### src/rtl/cbm_pkg.sv
/*
  Shared constants, types and decode helpers of the CAN bit timing and
  message buffer block.
  Assumes a 200 MHz core clock and an 8-bit CPU port on a 128-byte window.
*/
package cbm_pkg;

  // ****************************************
  // Clocking and rates
  // ****************************************
  localparam int CLK_MHZ = 200;
  localparam int RATE_MIN_KBPS = 10;
  localparam int RATE_MAX_KBPS = 1000;
  localparam int MIN_BIT_TQ = 7;
  localparam int MAX_BIT_TQ = 25;
  localparam int PRESC_W = 10;

  // ****************************************
  // Register map inside the window
  // ****************************************
  localparam logic [6:0] OFS_MCTL1 = 7'h01;
  localparam logic [6:0] OFS_BT0 = 7'h02;
  localparam logic [6:0] OFS_BT1 = 7'h03;
  localparam logic [6:0] OFS_PRESC_HI = 7'h04;
  localparam logic [6:0] OFS_TXREQ = 7'h05;
  localparam logic [6:0] OFS_STAT = 7'h06;
  localparam logic [2:0] BUF_RX = 3'h4;
  localparam logic [3:0] F_DLC = 4'hC;
  localparam logic [3:0] F_PRIO = 4'hD;
  localparam logic [3:0] F_DATA0 = 4'h4;
  localparam logic [3:0] MB_STRUCT = 4'hD;

  // ****************************************
  // Field positions
  // ****************************************
  localparam int MCTL1_CLOCK_SOURCE_SELECT = 0;
  localparam int STAT_IDLE = 0;
  localparam int STAT_BUSY = 1;
  localparam int STAT_LOST = 2;

  // ****************************************
  // Bus framing counts
  // ****************************************
  localparam logic [3:0] IDLE_BITS = 4'hB;
  localparam logic [2:0] EOF_BITS = 3'h7;
  localparam logic [6:0] RX_BITS = 7'h68;
  localparam logic [5:0] HLEN_STD = 6'h13;
  localparam logic [5:0] HLEN_EXT = 6'h27;

  typedef struct packed {
    logic sel;
    logic wr;
    logic [6:0] addr;
    logic [7:0] wdata;
  } cbm_cpu_req_s;

  typedef struct packed {
    logic [3:0] nbits;
    logic [7:0] bits;
  } cbm_chunk_s;

  typedef enum logic [3:0] {
    TX_IDLE = 4'h1,
    TX_ARB = 4'h2,
    TX_SEND = 4'h4,
    TX_DONE = 4'h8
  } cbm_tx_e;

  // Every length field holds its length minus one
  function automatic logic [4:0] seg_a_len(input logic [7:0] bt1);
    return {1'b0, bt1[3:0]} + 5'h1;
  endfunction

  function automatic logic [3:0] seg_b_len(input logic [7:0] bt1);
    return {1'b0, bt1[6:4]} + 4'h1;
  endfunction

  function automatic logic [2:0] sjw_len(input logic [7:0] bt0);
    return {1'b0, bt0[7:6]} + 3'h1;
  endfunction

endpackage

### src/rtl/cbm_fifo.sv
/*
  Synchronous FIFO with valid/ready on both sides and a flush input.
  Assumes one clock and a reset already synchronised to it.
*/
`timescale 1ns/10ps
`default_nettype none

module cbm_fifo #(
  parameter int W = 12,
  parameter int DEPTH = 8
) (
  // Clock and reset
  input wire logic clk,
  input wire logic rst_n,
  input wire logic clear,
  // Filling side
  input wire logic in_valid,
  output logic in_ready,
  input wire logic [W-1:0] in_data,
  // Draining side
  output logic out_valid,
  input wire logic out_ready,
  output logic [W-1:0] out_data
);
  localparam int AW = $clog2(DEPTH);

  if (DEPTH < 2 || (1 << AW) != DEPTH) begin : g_chk
    $error("cbm_fifo: DEPTH must be a power of two, at least 2");
  end

  typedef struct packed {
    logic [DEPTH-1:0][W-1:0] mem;
    logic [AW-1:0] wp;
    logic [AW-1:0] rp;
    logic [AW:0] cnt;
  } cbm_fifo_st_s;

  cbm_fifo_st_s st_r;
  cbm_fifo_st_s st_nxt;
  logic push;
  logic pop;

  assign in_ready = (st_r.cnt != (AW+1)'(DEPTH));
  assign out_valid = (st_r.cnt != '0);
  assign out_data = st_r.mem[st_r.rp];
  assign push = in_valid && in_ready;
  assign pop = out_valid && out_ready;

  always_comb begin
    st_nxt = st_r;
    if (push) begin
      st_nxt.mem[st_r.wp] = in_data;
      st_nxt.wp = st_r.wp + 1'b1;
    end
    if (pop) begin
      st_nxt.rp = st_r.rp + 1'b1;
    end
    st_nxt.cnt = st_r.cnt + (AW+1)'(push) - (AW+1)'(pop);
    if (clear) begin
      st_nxt.wp = '0;
      st_nxt.rp = '0;
      st_nxt.cnt = '0;
    end
  end

  always_ff @(posedge clk or negedge rst_n) begin
    if (!rst_n) begin
      st_r <= '0;
    end else begin
      st_r <= st_nxt;
    end
  end

  property p_fill_stalls;
    @(posedge clk) disable iff (!rst_n)
    (push && !pop && !clear && st_r.cnt == (AW+1)'(DEPTH - 1)) |=> !in_ready;
  endproperty
  a_fill_stalls: assert property (p_fill_stalls) else $error("fifo full not refused");

endmodule
`default_nettype wire

### src/rtl/cbm_can_top.sv
/*
  CAN bit timing generator, message buffers and transmit serialiser.
  Assumes the 128-byte window select is decoded outside; the CPU port runs
  on clk; CAN pins and the oscillator come from outside the clock domain.
*/
`timescale 1ns/10ps
`default_nettype none

// Summary of operation
// Bit rates from 10 kbps to 1 Mbps through prescaler and segments.
// Source select bit picks oscillator or twice the bus clock; the code takes clk itself when set, one tick per cycle.
// Integrator supplies a 0.4 percent, 50 percent duty source clock.
// Prescaler divides source clock into quanta; bit rate is fTq/quanta.
// Every bit starts with a one-quantum sync segment.
// First segment programmable from 4 to 16 quanta.
// Second segment programmable from 2 to 8 quanta.
// Jump width programmable from 1 to 4 quanta.
// Each length field holds its length minus one.
// Software programs standard-compliant timing values.
// Registers fill one 128-byte window.
// Background receive buffer readable only in test mode.
// Receive buffer at 0x40, transmit buffers at 0x50, 0x60, 0x70.
// Buffer: 13-byte frame, priority byte, two unused bytes.
// Receive and transmit buffers share one layout.
// Frame bytes of all buffers have no reset.
// Receive buffer ignores writes; transmit buffers read and write.
// Identifier 0-3, data 4-B, length C, priority D.
// Priority byte is used only in transmit buffers.
// Identifier holds 11-bit or 29-bit forms.
// Extended identifier layout with SRR, IDE and RTR bits.
// Identifier sent MSB first; smaller value wins arbitration.
// Smallest identifier value is highest priority.
// Extension flag 0 means standard, 1 means extended.
// Length code gives 0 to 8 data bytes; remote frames send none.
// Lowest local priority sent first, ties to lowest index.
// Standard identifier in byte 0 and top of byte 1, then flags.
// Data sent from byte 0, MSB first, as many as the length code.
module cbm_can_top #(
  parameter int PRESC_W = cbm_pkg::PRESC_W
) (
  // Clock and reset
  input wire logic clk,
  input wire logic arst_n,
  // CPU register port
  input wire cbm_pkg::cbm_cpu_req_s cpu_req,
  output logic [7:0] cpu_rdata,
  input wire logic test_mode,
  // Clock source and CAN pins
  input wire logic osc_clock_in,
  input wire logic can_rx_pin,
  output logic can_tx_pin
);

  // ****************************************
  // Elaboration checks
  // ****************************************
  if (PRESC_W < 6 || PRESC_W > 14) begin : g_pw
    $error("cbm_can_top: PRESC_W out of range");
  end
  // Slowest rate with the longest bit must reach the lower bound (see)
  if (cbm_pkg::CLK_MHZ * 1000 / ((1 << PRESC_W) * cbm_pkg::MAX_BIT_TQ)
      > cbm_pkg::RATE_MIN_KBPS) begin : g_slow
    $error("cbm_can_top: prescaler too narrow for lowest rate");
  end
  if (cbm_pkg::CLK_MHZ * 1000 / cbm_pkg::MIN_BIT_TQ
      < cbm_pkg::RATE_MAX_KBPS) begin : g_fast
    $error("cbm_can_top: clock too slow for highest rate");
  end

  typedef struct packed {
    logic [7:0] mctl1;
    logic [7:0] bt0;
    logic [7:0] bt1;
    logic [7:0] presc_hi;
    logic [2:0] tx_req;
    logic lost;
    logic [7:0] rdata;
    logic osc_s1;
    logic osc_s2;
    logic osc_s3;
    logic rx_s1;
    logic rx_s2;
    logic rx_s3;
    logic [PRESC_W-1:0] pcnt;
    logic [5:0] cnt;
    logic [5:0] a_end;
    logic [5:0] b_end;
    logic [3:0] idle_cnt;
    logic rx_act;
    logic [6:0] rx_ptr;
    logic [2:0] rec_run;
    logic copy;
    cbm_pkg::cbm_tx_e tx_st;
    logic [1:0] tx_sel;
    logic [3:0] ld_idx;
    logic [7:0] sh;
    logic [3:0] sh_cnt;
    logic tx_pin;
  } cbm_top_ctl_s;

  // Index 0 is the foreground receive buffer, 1 to 3 the transmit buffers
  typedef struct packed {
    cbm_top_ctl_s c;
    logic [3:0][13:0][7:0] mb;
    logic [12:0][7:0] bg;
  } cbm_top_st_s;

  cbm_top_st_s st_r;
  cbm_top_st_s st_nxt;
  logic rst_q1;
  logic rst_n;

  logic [4:0] sa;
  logic [3:0] sb;
  logic [2:0] sj;
  logic [PRESC_W-1:0] presc;
  logic src_tick;
  logic tq_tick;
  logic samp_pt;
  logic bit_end;
  logic fall;
  logic bus_idle;
  logic [5:0] adj;
  logic [1:0] win_sel;
  logic any_req;
  logic [13:0][7:0] tb;
  logic ext;
  logic rtr;
  logic [39:0] hdr;
  logic [3:0] nhdr;
  logic [3:0] nbytes;
  logic [3:0] nitems;
  cbm_pkg::cbm_chunk_s item;
  cbm_pkg::cbm_chunk_s head;
  cbm_pkg::cbm_chunk_s head_q;
  logic push;
  logic fifo_ready;
  logic fifo_valid;
  logic pop;
  logic fifo_clr;
  logic [2:0] bk;
  logic [3:0] by;
  logic [7:0] rv;

  // ****************************************
  // Reset release
  // ****************************************
  always_ff @(posedge clk or negedge arst_n) begin
    if (!arst_n) begin
      rst_q1 <= 1'b0;
      rst_n <= 1'b0;
    end else begin
      rst_q1 <= 1'b1;
      rst_n <= rst_q1;
    end
  end

  // ****************************************
  // Timing decode
  // ****************************************
  assign sa = cbm_pkg::seg_a_len(st_r.c.bt1); // see
  assign sb = cbm_pkg::seg_b_len(st_r.c.bt1); // see
  assign sj = cbm_pkg::sjw_len(st_r.c.bt0); // see
  assign presc = {st_r.c.presc_hi[PRESC_W-7:0], st_r.c.bt0[5:0]};
  // Oscillator edges arrive late by the synchroniser; phase is irrelevant
  assign src_tick = st_r.c.mctl1[cbm_pkg::MCTL1_CLOCK_SOURCE_SELECT]
                    || (st_r.c.osc_s2 && !st_r.c.osc_s3);
  assign tq_tick = src_tick && (st_r.c.pcnt == presc);
  assign samp_pt = tq_tick && (st_r.c.cnt == st_r.c.a_end);
  assign bit_end = tq_tick && (st_r.c.cnt == st_r.c.b_end);
  // Edges we caused by driving dominant are not used to resynchronise
  assign fall = st_r.c.rx_s3 && !st_r.c.rx_s2 && st_r.c.tx_pin;
  assign bus_idle = (st_r.c.idle_cnt == cbm_pkg::IDLE_BITS);
  assign adj = (st_r.c.cnt < 6'(sj)) ? st_r.c.cnt : 6'(sj);

  // ****************************************
  // Transmit buffer choice and frame header
  // ****************************************
  always_comb begin
    win_sel = 2'h0;
    any_req = 1'b0;
    for (int i = 0; i < 3; i++) begin
      if (st_r.c.tx_req[i] && (!any_req
          || st_r.mb[i+1][cbm_pkg::F_PRIO] < st_r.mb[win_sel+2'h1][cbm_pkg::F_PRIO])) begin
        win_sel = 2'(i);
        any_req = 1'b1;
      end
    end
  end

  assign tb = st_r.mb[st_r.c.tx_sel + 2'h1];
  assign ext = tb[1][3];
  assign rtr = ext ? tb[3][0] : tb[1][4];
  // Identifier bytes already hold the bit order of the wire (see see)
  assign hdr = ext ? {1'b0, tb[0], tb[1], tb[2], tb[3], 2'h0, tb[cbm_pkg::F_DLC][3:0], 1'b0}
             : {1'b0, tb[0], tb[1][7:4], 2'h0, tb[cbm_pkg::F_DLC][3:0], 21'h0};
  assign nhdr = ext ? 4'h5 : 4'h3;
  // Codes above eight still send eight bytes (see)
  assign nbytes = rtr ? 4'h0
                : (tb[cbm_pkg::F_DLC][3:0] > 4'h8) ? 4'h8 : tb[cbm_pkg::F_DLC][3:0];
  assign nitems = nhdr + nbytes;

  always_comb begin
    head.bits = 8'(hdr >> (7'h20 - {st_r.c.ld_idx, 3'h0}));
    head.nbits = 4'h8;
    if (st_r.c.ld_idx == nhdr - 4'h1) begin
      head.nbits = 4'(ext ? cbm_pkg::HLEN_EXT : cbm_pkg::HLEN_STD) & 4'h7;
    end
    item = head;
    if (st_r.c.ld_idx >= nhdr) begin
      item.bits = tb[cbm_pkg::F_DATA0 + st_r.c.ld_idx - nhdr];
      item.nbits = 4'h8;
    end
  end

  assign push = (st_r.c.tx_st == cbm_pkg::TX_SEND) && (st_r.c.ld_idx < nitems);
  assign pop = bit_end && (st_r.c.tx_st == cbm_pkg::TX_SEND)
               && (st_r.c.sh_cnt <= 4'h1) && fifo_valid;
  assign fifo_clr = samp_pt && (st_r.c.tx_st == cbm_pkg::TX_SEND)
                    && st_r.c.tx_pin && !st_r.c.rx_s2;

  cbm_fifo #(
    .W($bits(cbm_pkg::cbm_chunk_s)),
    .DEPTH(8)
  ) u_fifo (
    .clk(clk),
    .rst_n(rst_n),
    .clear(fifo_clr),
    .in_valid(push),
    .in_ready(fifo_ready),
    .in_data(item),
    .out_valid(fifo_valid),
    .out_ready(pop),
    .out_data(head_q)
  );

  // ****************************************
  // CPU read decode
  // ****************************************
  always_comb begin
    bk = cpu_req.addr[6:4];
    by = cpu_req.addr[3:0];
    rv = 8'h00;
    if (cpu_req.addr == cbm_pkg::OFS_MCTL1) begin
      rv = st_r.c.mctl1;
    end else if (cpu_req.addr == cbm_pkg::OFS_BT0) begin
      rv = st_r.c.bt0;
    end else if (cpu_req.addr == cbm_pkg::OFS_BT1) begin
      rv = st_r.c.bt1;
    end else if (cpu_req.addr == cbm_pkg::OFS_PRESC_HI) begin
      rv = st_r.c.presc_hi;
    end else if (cpu_req.addr == cbm_pkg::OFS_TXREQ) begin
      rv = {5'h0, st_r.c.tx_req};
    end else if (cpu_req.addr == cbm_pkg::OFS_STAT) begin
      rv = {5'h0, st_r.c.lost, st_r.c.tx_st != cbm_pkg::TX_IDLE, bus_idle};
    end else if (bk == cbm_pkg::BUF_RX) begin
      if (test_mode && by < cbm_pkg::MB_STRUCT) begin
        rv = st_r.bg[by];
      end else if (!test_mode && by < cbm_pkg::F_PRIO) begin
        rv = st_r.mb[0][by];
      end
    end else if (bk > cbm_pkg::BUF_RX && by <= cbm_pkg::F_PRIO) begin
      rv = st_r.mb[2'(bk - cbm_pkg::BUF_RX)][by]; // see see
    end
  end

  // ****************************************
  // Next state
  // ****************************************
  always_comb begin
    st_nxt = st_r;
    st_nxt.c.osc_s1 = osc_clock_in;
    st_nxt.c.osc_s2 = st_r.c.osc_s1;
    st_nxt.c.osc_s3 = st_r.c.osc_s2;
    st_nxt.c.rx_s1 = can_rx_pin;
    st_nxt.c.rx_s2 = st_r.c.rx_s1;
    st_nxt.c.rx_s3 = st_r.c.rx_s2;
    st_nxt.c.copy = 1'b0;
    if (src_tick) begin
      st_nxt.c.pcnt = (st_r.c.pcnt == presc) ? '0 : st_r.c.pcnt + 1'b1;
    end
    // Bit timer: hard sync when idle, bounded resync while receiving
    if (fall && bus_idle && !st_r.c.rx_act) begin
      st_nxt.c.cnt = 6'h1;
      st_nxt.c.a_end = 6'(sa);
      st_nxt.c.b_end = 6'(sa) + 6'(sb);
    end else if (fall && st_r.c.rx_act && st_r.c.cnt != 6'h0) begin
      if (st_r.c.cnt <= st_r.c.a_end) begin
        st_nxt.c.a_end = st_r.c.a_end + adj;
        st_nxt.c.b_end = st_r.c.b_end + adj;
      end else if (st_r.c.b_end - st_r.c.cnt < 6'(sj)) begin
        st_nxt.c.b_end = st_r.c.cnt;
      end else begin
        st_nxt.c.b_end = st_r.c.b_end - 6'(sj);
      end
    end else if (tq_tick) begin
      if (bit_end) begin
        st_nxt.c.cnt = 6'h0;
        st_nxt.c.a_end = 6'(sa);
        st_nxt.c.b_end = 6'(sa) + 6'(sb);
      end else begin
        st_nxt.c.cnt = st_r.c.cnt + 6'h1;
      end
    end
    // Receiver keeps raw bits after start of frame, own frames included
    if (samp_pt) begin
      if (!st_r.c.rx_s2) begin
        st_nxt.c.idle_cnt = 4'h0;
      end else if (!bus_idle) begin
        st_nxt.c.idle_cnt = st_r.c.idle_cnt + 4'h1;
      end
      if (!st_r.c.rx_act && bus_idle && !st_r.c.rx_s2) begin
        st_nxt.c.rx_act = 1'b1;
        st_nxt.c.rx_ptr = 7'h0;
        st_nxt.c.rec_run = 3'h0;
      end else if (st_r.c.rx_act) begin
        if (st_r.c.rx_ptr < cbm_pkg::RX_BITS) begin
          st_nxt.bg[st_r.c.rx_ptr[6:3]][~st_r.c.rx_ptr[2:0]] = st_r.c.rx_s2;
          st_nxt.c.rx_ptr = st_r.c.rx_ptr + 7'h1;
        end
        st_nxt.c.rec_run = st_r.c.rx_s2 ? st_r.c.rec_run + 3'h1 : 3'h0;
        if (st_r.c.rx_s2 && st_r.c.rec_run == cbm_pkg::EOF_BITS - 3'h1) begin
          st_nxt.c.rx_act = 1'b0;
          st_nxt.c.copy = 1'b1;
        end
      end
    end
    if (st_r.c.copy) begin
      st_nxt.mb[0][12:0] = st_r.bg;
    end
    // Transmit sequencer
    if (push && fifo_ready) begin
      st_nxt.c.ld_idx = st_r.c.ld_idx + 4'h1;
    end
    case (st_r.c.tx_st)
      cbm_pkg::TX_IDLE: begin
        if (any_req && bus_idle && !st_r.c.rx_act) begin
          st_nxt.c.tx_st = cbm_pkg::TX_ARB;
        end
      end
      cbm_pkg::TX_ARB: begin
        st_nxt.c.tx_sel = win_sel;
        if (!any_req || !bus_idle) begin
          st_nxt.c.tx_st = cbm_pkg::TX_IDLE;
        end else if (bit_end) begin
          st_nxt.c.tx_st = cbm_pkg::TX_SEND;
          st_nxt.c.ld_idx = 4'h0;
        end
      end
      cbm_pkg::TX_SEND: begin
        if (fifo_clr) begin
          st_nxt.c.lost = 1'b1; // see
          st_nxt.c.tx_pin = 1'b1;
          st_nxt.c.sh_cnt = 4'h0;
          st_nxt.c.tx_st = cbm_pkg::TX_IDLE;
        end else if (bit_end && st_r.c.sh_cnt > 4'h1) begin
          st_nxt.c.sh = {st_r.c.sh[6:0], 1'b0};
          st_nxt.c.tx_pin = st_r.c.sh[6]; // see
          st_nxt.c.sh_cnt = st_r.c.sh_cnt - 4'h1;
        end else if (pop) begin
          st_nxt.c.sh = head_q.bits;
          st_nxt.c.tx_pin = head_q.bits[7];
          st_nxt.c.sh_cnt = head_q.nbits;
        end else if (bit_end) begin
          st_nxt.c.tx_pin = 1'b1;
          st_nxt.c.sh_cnt = 4'h0;
          if (st_r.c.ld_idx == nitems) begin
            st_nxt.c.tx_st = cbm_pkg::TX_DONE;
          end
        end
      end
      cbm_pkg::TX_DONE: begin
        st_nxt.c.tx_req[st_r.c.tx_sel] = 1'b0;
        st_nxt.c.tx_st = cbm_pkg::TX_IDLE;
      end
      default: begin
        st_nxt.c.tx_st = cbm_pkg::TX_IDLE;
      end
    endcase
    // CPU access last so that a request set wins over the completion clear
    if (cpu_req.sel && !cpu_req.wr) begin
      st_nxt.c.rdata = rv;
    end
    if (cpu_req.sel && cpu_req.wr) begin
      if (cpu_req.addr == cbm_pkg::OFS_MCTL1) begin
        st_nxt.c.mctl1 = cpu_req.wdata;
      end else if (cpu_req.addr == cbm_pkg::OFS_BT0) begin
        st_nxt.c.bt0 = cpu_req.wdata;
      end else if (cpu_req.addr == cbm_pkg::OFS_BT1) begin
        st_nxt.c.bt1 = cpu_req.wdata;
      end else if (cpu_req.addr == cbm_pkg::OFS_PRESC_HI) begin
        st_nxt.c.presc_hi = cpu_req.wdata;
      end else if (cpu_req.addr == cbm_pkg::OFS_TXREQ) begin
        st_nxt.c.tx_req = st_nxt.c.tx_req | cpu_req.wdata[2:0];
      end else if (cpu_req.addr == cbm_pkg::OFS_STAT) begin
        if (cpu_req.wdata[cbm_pkg::STAT_LOST] && !fifo_clr) begin
          st_nxt.c.lost = 1'b0;
        end
      end else if (cpu_req.addr[6:4] > cbm_pkg::BUF_RX
                   && cpu_req.addr[3:0] <= cbm_pkg::F_PRIO) begin
        // Receive buffer falls outside this branch, so its writes are lost (see)
        st_nxt.mb[2'(cpu_req.addr[6:4] - cbm_pkg::BUF_RX)][cpu_req.addr[3:0]] = cpu_req.wdata;
      end
    end
  end

  // ****************************************
  // State register
  // ****************************************
  // Buffers stay out of the reset branch: their contents start undefined
  always_ff @(posedge clk or negedge rst_n) begin
    if (!rst_n) begin
      st_r.c <= '0;
      st_r.c.rx_s1 <= 1'b1;
      st_r.c.rx_s2 <= 1'b1;
      st_r.c.rx_s3 <= 1'b1;
      st_r.c.tx_pin <= 1'b1;
      st_r.c.tx_st <= cbm_pkg::TX_IDLE;
      // Long first bit: equal zero ends would give a bit with no sync segment
      st_r.c.b_end <= '1;
    end else begin
      st_r <= st_nxt;
    end
  end

  assign cpu_rdata = st_r.c.rdata;
  assign can_tx_pin = st_r.c.tx_pin;

  // ****************************************
  // Checks
  // ****************************************
  property p_sync_seg;
    @(posedge clk) disable iff (!rst_n)
    (tq_tick && st_r.c.cnt == 6'h0 && !fall) |=> (st_r.c.cnt == 6'h1);
  endproperty
  a_sync_seg: assert property (p_sync_seg) else $error("sync segment not one quantum");

  property p_seg_a;
    @(posedge clk) disable iff (!rst_n)
    (bit_end && !fall) |=> (st_r.c.a_end == 6'(cbm_pkg::seg_a_len($past(st_r.c.bt1))));
  endproperty
  a_seg_a: assert property (p_seg_a) else $error("first segment length wrong");

  property p_seg_b;
    @(posedge clk) disable iff (!rst_n)
    (bit_end && !fall)
      |=> (st_r.c.b_end - st_r.c.a_end == 6'(cbm_pkg::seg_b_len($past(st_r.c.bt1))));
  endproperty
  a_seg_b: assert property (p_seg_b) else $error("second segment length wrong");

  property p_jump;
    @(posedge clk) disable iff (!rst_n)
    samp_pt |-> (st_r.c.a_end <= 6'(sa) + 6'(sj));
  endproperty
  a_jump: assert property (p_jump) else $error("resync beyond jump width");

  property p_rx_ro;
    @(posedge clk) disable iff (!rst_n)
    (cpu_req.sel && cpu_req.wr && cpu_req.addr[6:4] == cbm_pkg::BUF_RX && !st_r.c.copy)
      |=> (st_r.mb[0] === $past(st_r.mb[0]));
  endproperty
  a_rx_ro: assert property (p_rx_ro) else $error("receive buffer took a write");

  property p_rx_prio;
    @(posedge clk) disable iff (!rst_n)
    (cpu_req.sel && !cpu_req.wr && !test_mode
     && cpu_req.addr == {cbm_pkg::BUF_RX, cbm_pkg::F_PRIO}) |=> (cpu_rdata == 8'h00);
  endproperty
  a_rx_prio: assert property (p_rx_prio) else $error("receive priority byte not zero");

  property p_test_view;
    @(posedge clk) disable iff (!rst_n)
    (cpu_req.sel && !cpu_req.wr && !test_mode
     && cpu_req.addr == {cbm_pkg::BUF_RX, 4'h0}) |=> (cpu_rdata == $past(st_r.mb[0][0]));
  endproperty
  a_test_view: assert property (p_test_view) else $error("background seen outside test");

  property p_pick;
    @(posedge clk) disable iff (!rst_n)
    (st_r.c.tx_st == cbm_pkg::TX_ARB && st_nxt.c.tx_st == cbm_pkg::TX_SEND)
      |=> (st_r.c.tx_req[st_r.c.tx_sel]);
  endproperty
  a_pick: assert property (p_pick) else $error("idle buffer chosen to send");

  property p_remote;
    @(posedge clk) disable iff (!rst_n)
    (st_r.c.tx_st == cbm_pkg::TX_SEND && rtr) |-> (nitems == nhdr);
  endproperty
  a_remote: assert property (p_remote) else $error("remote frame with data");

endmodule
`default_nettype wire

### config.mk
export PLATFORM = sky130hd
export DESIGN_NAME = cbm_can_top
export DESIGN_NICKNAME = d
export VERILOG_FILES = /design/src/rtl/cbm_pkg.sv /design/src/rtl/cbm_fifo.sv /design/src/rtl/cbm_can_top.sv
export SDC_FILE = /design/constraint.sdc
export NUM_CORES = 1
export LEC_CHECK = 0
export BUFFER_PORTS_ARGS = -buffer_cell sky130_fd_sc_hd__buf_4
export CAP_MARGIN = 0
export CORE_MARGIN = 2
export CORE_UTILIZATION = 30
export DETAILED_ROUTE_END_ITERATION = 8
export GPL_ROUTABILITY_DRIVEN = 0
export GPL_TIMING_DRIVEN = 0
export PLACE_DENSITY = 0.42
export SLEW_MARGIN = 20
export SYNTH_ARGS = -nofsm -noshare
export SYNTH_HDL_FRONTEND = slang
export SYNTH_SLANG_ARGS = --single-unit
### constraint.sdc
create_clock -name clk -period 13.17 [get_ports clk]
set_input_delay 0.6585 -clock clk [delete_from_list [all_inputs] [get_ports clk]]
set_output_delay 0.6585 -clock clk [all_outputs]
set_load 0.02 [all_outputs]
# Word-level counts from Yosys, hierarchy flattened
# Index checks and enable logic that the tools add are counted.
word_totals:
  ff_bits: 776
  out_inout_bits: 9
  inputBits: 22
  elab_cells: 405
op_classes:
  eq_ne: 29
  shift: 1
  add_sub_neg: 27
  muxes: 117
  n_reduce_logical: 79
  bitwise: 12
  n_lt_le_gt_ge: 30
ops:
  columns: ["operator", "n"]
  rows:
  - ["$mux W104", 9]
  - ["$bmux W112 S2", 3]
  - ["$bwmux W448", 1]
  - ["$mux W112", 4]
  - ["$demux W112 S2", 1]
  - ["$bmux W8 S4", 4]
  - ["$mux W8", 16]
  - ["$bwmux W104", 1]
  - ["$bwmux W96", 1]
  - ["$mux W4", 22]
  - ["$mux W12", 7]
  - ["$demux W8 S4", 2]
  - ["$logic_and A1 B1 Y1", 39]
  - ["$shr A39 B7 Y8", 1]
  - ["$bmux W12 S3", 1]
  - ["$demux W12 S3", 1]
  - ["$mux W18", 2]
  - ["$mux W6", 6]
  - ["$mux W27", 1]
  - ["$eq A7 B3 Y1 const B", 3]
  - ["$mux W3", 7]
  - ["$mux W10", 2]
  - ["$lt A8 B8 Y1", 2]
  - ["$mux W1", 16]
  - ["78 further kinds", 143]

# Logic depth before layout (Yosys ltp)
# Gate-level depths: netlist (run 1).
logic_depth:
  depth_word: 18
  ltp_mapped: 25
  mapped_depth_nobuf: 21

# By module
# A second synthesis (run 1) with hierarchy kept.
unflattened:
  hier_cells: 2879
  area_unflattened_um2: 40630.2
modules_own_cells:
  columns: ["mod", "cells_per_inst", "area_per_inst_um2", "instances", "seq_area_each_um2"]
  rows:
  - ["cbm_can_top", 2558, 35455.3, 1, 19542.5]
  - ["cbm_fifo", 321, 5175.0, 1, 2652.5]

# Worst setup path before layout (run 1)
# OpenSTA, ideal clock, no wires.
synth_timing:
  path_type: "register -> register"
  from: "register rst_n"
  to: "register st_r[216] in the netlist's numbering (enable)"
  required_time_ns: 12.787
  period_less_slack_ns: 9.621
  path_stages_with_launch: 6
  n_path_buf: 2
  t_arrival_ns: 9.237
  setup_time_ns: 0.383
  slack_ns: 3.549
  cell_sequence: "dfrtp_1 nand4_1 or3_1 clkbuf_1 clkbuf_1 nor3_1"
synth_between:
  elab_chain_len: 1
synth_rtl:
  columns: ["element", "line_no", "text"]
  rows:
  - ["start, declared", "cbm_can_top.sv:111", "logic rst_n;"]
  - ["start signal, assigned", "cbm_can_top.sv:154", "rst_n <= rst_q1;"]
  - ["$reduce_and A9 Y1 (no line)", null, null]
  - ["end signal, assigned", "cbm_can_top.sv:422", "st_r <= st_nxt;"]
  - ["end, declared", "cbm_can_top.sv:108", "cbm_top_st_s st_r;"]
# Every way passes these cells.
# A chain may end at the register's enable or synchronous reset.

# Worst setup path in the final report (run 1)
layout_timing:
  from: "register st_r[569] in the netlist's numbering"
  to: "register u_fifo.st_r[28] in the netlist's numbering"
layout_between:
  elab_chain_len: 10
  word_cells_on_any_way: 20
  cone_classes: "3 x add/sub; 3 x order compare; 1 x shift; 11 x mux; 2 x reduce/logical"
layout_rtl:
  columns: ["element", "line_no", "text"]
  rows:
  - ["$add A2 B1 Y2 (*)", "cbm_can_top.sv:191", "assign tb = st_r.mb[st_r.c.tx_sel + 2'h1];"]
  - ["$bmux W112 S2 (*)", "cbm_can_top.sv:191", null]
  - ["$mux W112 (not written as such) (*)", "cbm_can_top.sv:191", null]
  - ["$gt A4 B4 Y1", "cbm_can_top.sv:200", ": (tb[cbm_pkg::F_DLC][3:0] > 4'h8) ? 4'h8 : tb[cbm_pkg::F_DLC][3:0];"]
  - ["$mux W4", "cbm_can_top.sv:200", null]
  - ["$mux W4", "cbm_can_top.sv:199", "assign nbytes = rtr ? 4'h0"]
  - ["$add A3 B4 Y4", "cbm_can_top.sv:201", "assign nitems = nhdr + nbytes;"]
  - ["$lt A4 B4 Y1", "cbm_can_top.sv:216", "assign push = (st_r.c.tx_st == cbm_pkg::TX_SEND) && (st_r.c.ld_idx < nitems);"]
  - ["$logic_and A1 B1 Y1", "cbm_can_top.sv:216", null]
  - ["$logic_and A1 B1 Y1", "cbm_fifo.sv:46", "assign push = in_valid && in_ready;"]
  - ["end signal, assigned", "cbm_fifo.sv:70", "st_r <= st_nxt;"]
  - ["end, declared", "cbm_fifo.sv:38", "cbm_fifo_st_s st_r;"]
# Mark *: on every way between the ends. The rest lies on a longest branch, timed or not. The select of a mux whose other input is x is not followed.

==> run metrics, run 1 <==
Max FO, Critical Path=14; Synth-to-Final Area Change=15.3%; Worst setup SP type=register; drt total wl=177,000 microns; PnR Total Power=0.00836 W; ys flop type=edfxtp_1; # clock sinks=768; cells after synthesis=2,946; Place WS=6.47 ns; worst-margin pin slew=1.31 ns; initial DRC count=3,978; Via density=5.98; CTS hold repair buffers=1; I/O Pins=31; row count=134; Core Util, Final=34.9%; Slew Limit Headroom=10.4%; Syn Std Cell Area=40,500 sq um; CTS Buffer Depth=3; layout cell share with drive strength beyond 1=25.3%; max-slew violation count=0; Total Routing Usage GR=25.5%; NumNets Final=3,223; Peak VDD IR=0.105 mV; Period Utilization, post-route=50.4%; Yosys reg bits=768; Die W=371 microns; min cycle time layout=6.64 ns; initial antenna violation count=10; unrepaired setup endpoints after global routing=false; routed vias=29,700; TritonCTS clock tree=done; CP endpoint kind=register; first drt pass iteration count=6; LEAKAGE=16.1 nW; Worst-path clk slew=0.06 ns; Hold Worst Slack=0.0550 ns; final setup fails=0; Final Hold Fails=0; Worst Setup Path Type=register to register; Clk Latency, worst-skew pair=0.75 ns; synth unique cells=102; die area=138,000 sq um; DPL Wire Length=132,000 microns; Async SR Flop Fraction=28.1%; clk_skew=0.0605 ns; largest net degree at the start of global routing=78; commonest non-fill, non-tap cell in the layout=edfxtp_1; H-tree levels=3; status=completed; FMAX=151 MHz; register area share after synthesis=54.3%; Avg WL per Cell=35.7 microns; Die Ht=371 microns; Hold Crit Class=input port to register; Worst EP arrival=7.19 ns; TritonCTS Buffers=93; first-pass GRT wire length=243,000 microns; syn_area_per_cell=13.7 sq um; GRT Residual Overflow=0; port bufs=25; # resized after CTS=0; Pwr Density=179 nW/um^2; CTS Root Cell=clkbuf_16; ANT nets after route=0; worst endpoint required time=13.72 ns; drt drc=0; most frequent cells in the layout=edfxtp_1, nor2_1, mux4_2; Post-CTS Setup Inserts=0; max_cap viols=0; Post-synth EDFFs=552; final worst slack=6.53 ns; vias in the first global route=29,100; Yosys warnings=0; Core ar.=134,000 sq um; Initial Util=30.3%
[kinds of logic (layout without fill, tap and decap cells)]
group | after synthesis | in the layout | synth area share (%)
XOR/XNOR | 53 | 53 | 1.18
buffers and inverters | 256 | 490 | 2.93
multiplexers | 577 | 577 | 21.6
flip-flops | 768 | 768 | 54.3
AND/OR/NAND/NOR | 703 | 703 | 8.60
adder cells (fa/ha/maj) | 89 | 89 | 2.92
other | 2 | 18 | 0.0186
AO/OA/AOI/OAI | 498 | 498 | 8.37
[metrics by stage]
step / cell area [sq um] / cells / TNS [ns]
2_1_floorplan: 40500 / 2957 / 0
3_3_place_gp: 42900 / 4750 / -1413.78
3_5_place_dp: 43600 / 4784 / 0
4_1_cts: 46600 / 4959 / 0
5_1_grt: 46600 / 4959 / 0
6_report: 46700 / 4964 / 0
[cell type report]
type,instances,area [sq um]
Antenna cell,5,12.5
Inverter,71,267
Multi-Input combinational cell,1933,17600
Sequential cell,768,22000
Clock inverter,55,551
Tap cell,1768,2210
Buffer,185,936
Timing Repair Buffer,60,653
Fill cell,12900,87000
Clock buffer,119,2460
[where the power goes]
part	internal, W	leakage, nW	switching [W]	total, W
combinational	0.00107	7.08	0.00197	0.00304
sequential	0.00264	7.57	0.0000753	0.00272
clock	0.00147	1.46	0.00113	0.00260
[final timing paths]
path                            depth (start not counted)        from               to  slack, ns
worst max-delay path                                   16   st_r[569]  u_fifo.st_r[28]       6.53
worst min register to register                          0      rst_q1            rst_n       0.35
min in group asynchronous                               2      arst_n            rst_n       0.25
max in group asynchronous                               4       rst_n        st_r[571]      11.08
worst min-delay path                                    1  can_rx_pin      st_nxt[620]       0.05
worst max register to register                         16   st_r[569]  u_fifo.st_r[28]       6.53
[registers in the layout, indices dropped and copies added (netlist names)]
signal       flops
can_tx_pin       1
cpu_rdata        8
presc           10
rst_n            1
rst_q1           1
st_nxt           4
st_r           645
u_fifo.st_r     98
[critical path, cell delays in order (launching register included)]
cell and delay, ns:
dfrtp_1 0.51, inv_2 0.27, ha_1 0.43, buf_4 0.24, mux4_2 0.62, clkbuf_1 0.40
ha_1 0.45, ha_1 0.16, inv_1 0.06, fa_1 0.55, clkbuf_1 0.56, clkinv_1 0.60
nor3_1 0.45, a221o_1 0.29, a311oi_2 0.09, a211oi_4 0.61, a21oi_1 0.16
[synthesized netlist by cell type, types with 18 or more instances]
cell,count,area share [%]
xnor2_1,27,0.58
buf_2,57,0.70
a22oi_1,39,0.72
nor2_1,260,2.4
nor3_1,49,0.61
nand4_1,27,0.42
mux2i_1,157,3.9
mux4_2,218,12
buf_4,25,0.46
edfxtp_1,552,41
nand2_1,135,1.3
a21oi_1,84,1.0
a211oi_1,25,0.46
nor2b_1,31,0.48
mux2_2,202,5.6
nand2b_1,25,0.39
xor2_1,25,0.54
clkbuf_1,79,0.73
a21o_1,21,0.39
nand3_1,63,0.78
dfrtp_1,205,13
o21ai_0,101,1.2
inv_1,65,0.60
and2_1,18,0.28
a31oi_1,20,0.31
ha_1,80,2.5
o22ai_1,43,0.66
[metal layers]
| metal | track usage, % | wire, microns | up-vias | part of all wire, % |
|---|---|---|---|---|
| met2 | 38.8 | 78600 | 1819 | 44 |
| met1 | 33.5 | 71100 | 15600 | 40 |
| met4 | 12.3 | 10000 | 6 | 5.6 |
| met3 | 7.22 | 17600 | 431 | 9.9 |
| met5 | 0 | 40 | - | 0.023 |
| li1 | - | - | 11900 | - |
Power figures use the tool's default switching activity.
==> inputs of run 2 (changes only) <==
- clock period: 13.17 -> 6.9 ns (I/O delays scaled with it)
==> run 2 against run 1 <==
  * First-iteration DRC count is 1.1% higher
  * Setup slack lost 6.4 ns
  * Via count grew 0.26%
  * Sequential share of layout area barely moved
  * Cell count shrank 0.10%
  * Utilization barely moved
  * Die area did not move
  * Global-route usage barely moved
  * Clock power is 88% higher
  * Power grew 90%
  * Sequential cell count unchanged
  * Design area about the same
  * Critical path type unchanged
==> run metrics, run 2 (synthesized netlist as in run 1, its figures left out) <==
status=completed; CTS Root Cell=clkbuf_16; TritonCTS clock tree=done; Core ar.=134,000 sq um; port bufs=25; Clk Latency, worst-skew pair=0.72 ns; Die W=371 microns; final worst slack=0.0909 ns; drt drc=0; worst endpoint required time=7.52 ns; ANT nets after route=0; Int Power=0.00994 W; initial DRC count=4,021; final setup fails=0; Sw Ratio=37.4%; worst-margin pin slew=1.28 ns; min cycle time layout=6.81 ns; register share of total power=32.7%; Worst setup startpoint=st_r[569]; Worst Setup Path Type=register to register; Cell Count Post-Placement=4,785; Final Hold Fails=0; Largest register FFs=645; NumNets Final=3,224; Hold Crit Class=input port to register; Worst-path clk slew=0.06 ns; H-tree levels=3; TritonCTS Buffers=90; Worst setup SP type=register; commonest non-fill, non-tap cell in the layout=edfxtp_1; routed vias=29,800; Period Utilization, post-route=98.7%; Via density=6.01; Reg area=22,000 sq um; drt total wl=177,000 microns; Place WS=0.230 ns; Max FO, Critical Path=14; CP endpoint kind=register; fin cells=4,959; largest net degree at the start of global routing=60; die area=138,000 sq um; first drt pass iteration count=6; Biggest register=st_r; row count=134; I/O Pins=31; max-slew violation count=0; area of the multi-input gates=17,500 sq um; most frequent cells in the layout=edfxtp_1, nor2_1, mux4_2; Hold Worst Slack=0.102 ns; LEAKAGE=16.1 nW; Peak VDD IR=0.183 mV; Total Routing Usage GR=25.5%; Comb power frac=36.6%; Avg WL per Cell=35.7 microns; Hold Crit Start=cpu_req[16]; fillcell total=13,000; CTS Buffer Depth=3; Initial Util=30.3%; initial antenna violation count=9; unrepaired setup endpoints after global routing=true; layout cell share with drive strength beyond 1=25.3%; vias in the first global route=29,100; Core Util, Final=34.9%; Sw Pwr=0.00595 W; # clock sinks=768; FMAX=147 MHz; R2R Path Start=st_r[569]; Worst EP arrival=7.43 ns; GRT Residual Overflow=0; first-pass GRT wire length=242,000 microns; clk_skew=0.0361 ns; Slew Limit Headroom=14.4%; Clock Power Share=30.8%; PnR Total Power=0.0159 W; DPL Wire Length=133,000 microns; Die Ht=371 microns; Synth-to-Final Area Change=15.2%; max_cap viols=0; Pwr Density=341 nW/um^2
==> run 2: cell types whose count changed in the layout (fill, tap and decap cells not counted), moves of 3 or more <==
cell / delta
buf_4: +3
buf_6: -4
bufinv_16: +3
clkbuf_16: -3
clkinv_1: -6
clkinvlp_4: -3
diode_2: -3
dlygate4sd3_1: +3
==> run 2: through the flow <==
stage / instance area, sq um / TNS, ns
3_5_place_dp: 43600 / 0
6_report: 46600 / 0
5_1_grt: 46600 / -1.13
3_3_place_gp: 42900 / -1496.21
2_1_floorplan: 40500 / 0
4_1_cts: 46600 / 0
==> run 2: path summary, 6_finish.rpt <==
| kind | to | slack (ns) | cells after the start |
|---|---|---|---|
| hold reg to reg | st_nxt[622] | 0.34 | 0 |
| setup reg to reg | u_fifo.st_r[101] | 0.09 | 13 |
| max in group asynchronous | st_r[592] | 4.62 | 5 |
| setup / recovery | u_fifo.st_r[101] | 0.09 | 13 |
| min in group asynchronous | rst_n | 0.50 | 3 |
| hold / removal | st_r[633] | 0.10 | 4 |
==> run 2: area by class of cell <==
class                      instances  share of cell area, %
antenna                            2                 0.0107
buffer                           185                   2.00
clock buffer                     117                   5.18
clock inverter                    51                   1.21
inverter                          71                  0.572
multi-input combinational       1933                   37.6
sequential                       768                   47.2
tap                             1768                   4.74
timing repair buffer              64                   1.46
==> run 2: timing repair <==
action / in CTS / in global routing
buffers inserted: 0 / 0
hold endpoints to repair: 4 / 0
hold buffers: 4 / 0
gates resized for setup: 0 / 1
setup endpoints to repair: 0 / 18
==> run 2: power by group through the flow <==
stage                     clock network, W  registers, W  logic (W)
final                              0.00490       0.00519    0.00581
after CTS                          0.00498       0.00519    0.00564
after global placement                   0       0.00533    0.00550
after detailed placement                 0       0.00528    0.00561
after global routing               0.00516       0.00520    0.00598
after floorplan                          0       0.00525    0.00349
==> run 2: critical path: stages, from the launching register on <==
cell	delay [ns]
dfrtp_1	0.48
inv_2	0.42
ha_1	0.35
buf_4	0.22
mux4_2	0.45
clkbuf_1	0.64
fa_1	0.66
clkbuf_1	0.49
nor2_1	1.13
a22oi_1	0.22
nand3_1	0.37
o31ai_1	0.26
o2bb2ai_1	0.73
mux2_2	0.29
==> run 2: per-layer routing <==
layer	wire (microns)	vias to the layer above	GRT usage (%)
met5	108	-	0.559
met4	11500	4	13.9
met3	18100	447	7.21
met2	77500	1847	38.3
met1	69900	15600	33.2
li1	-	11900	-
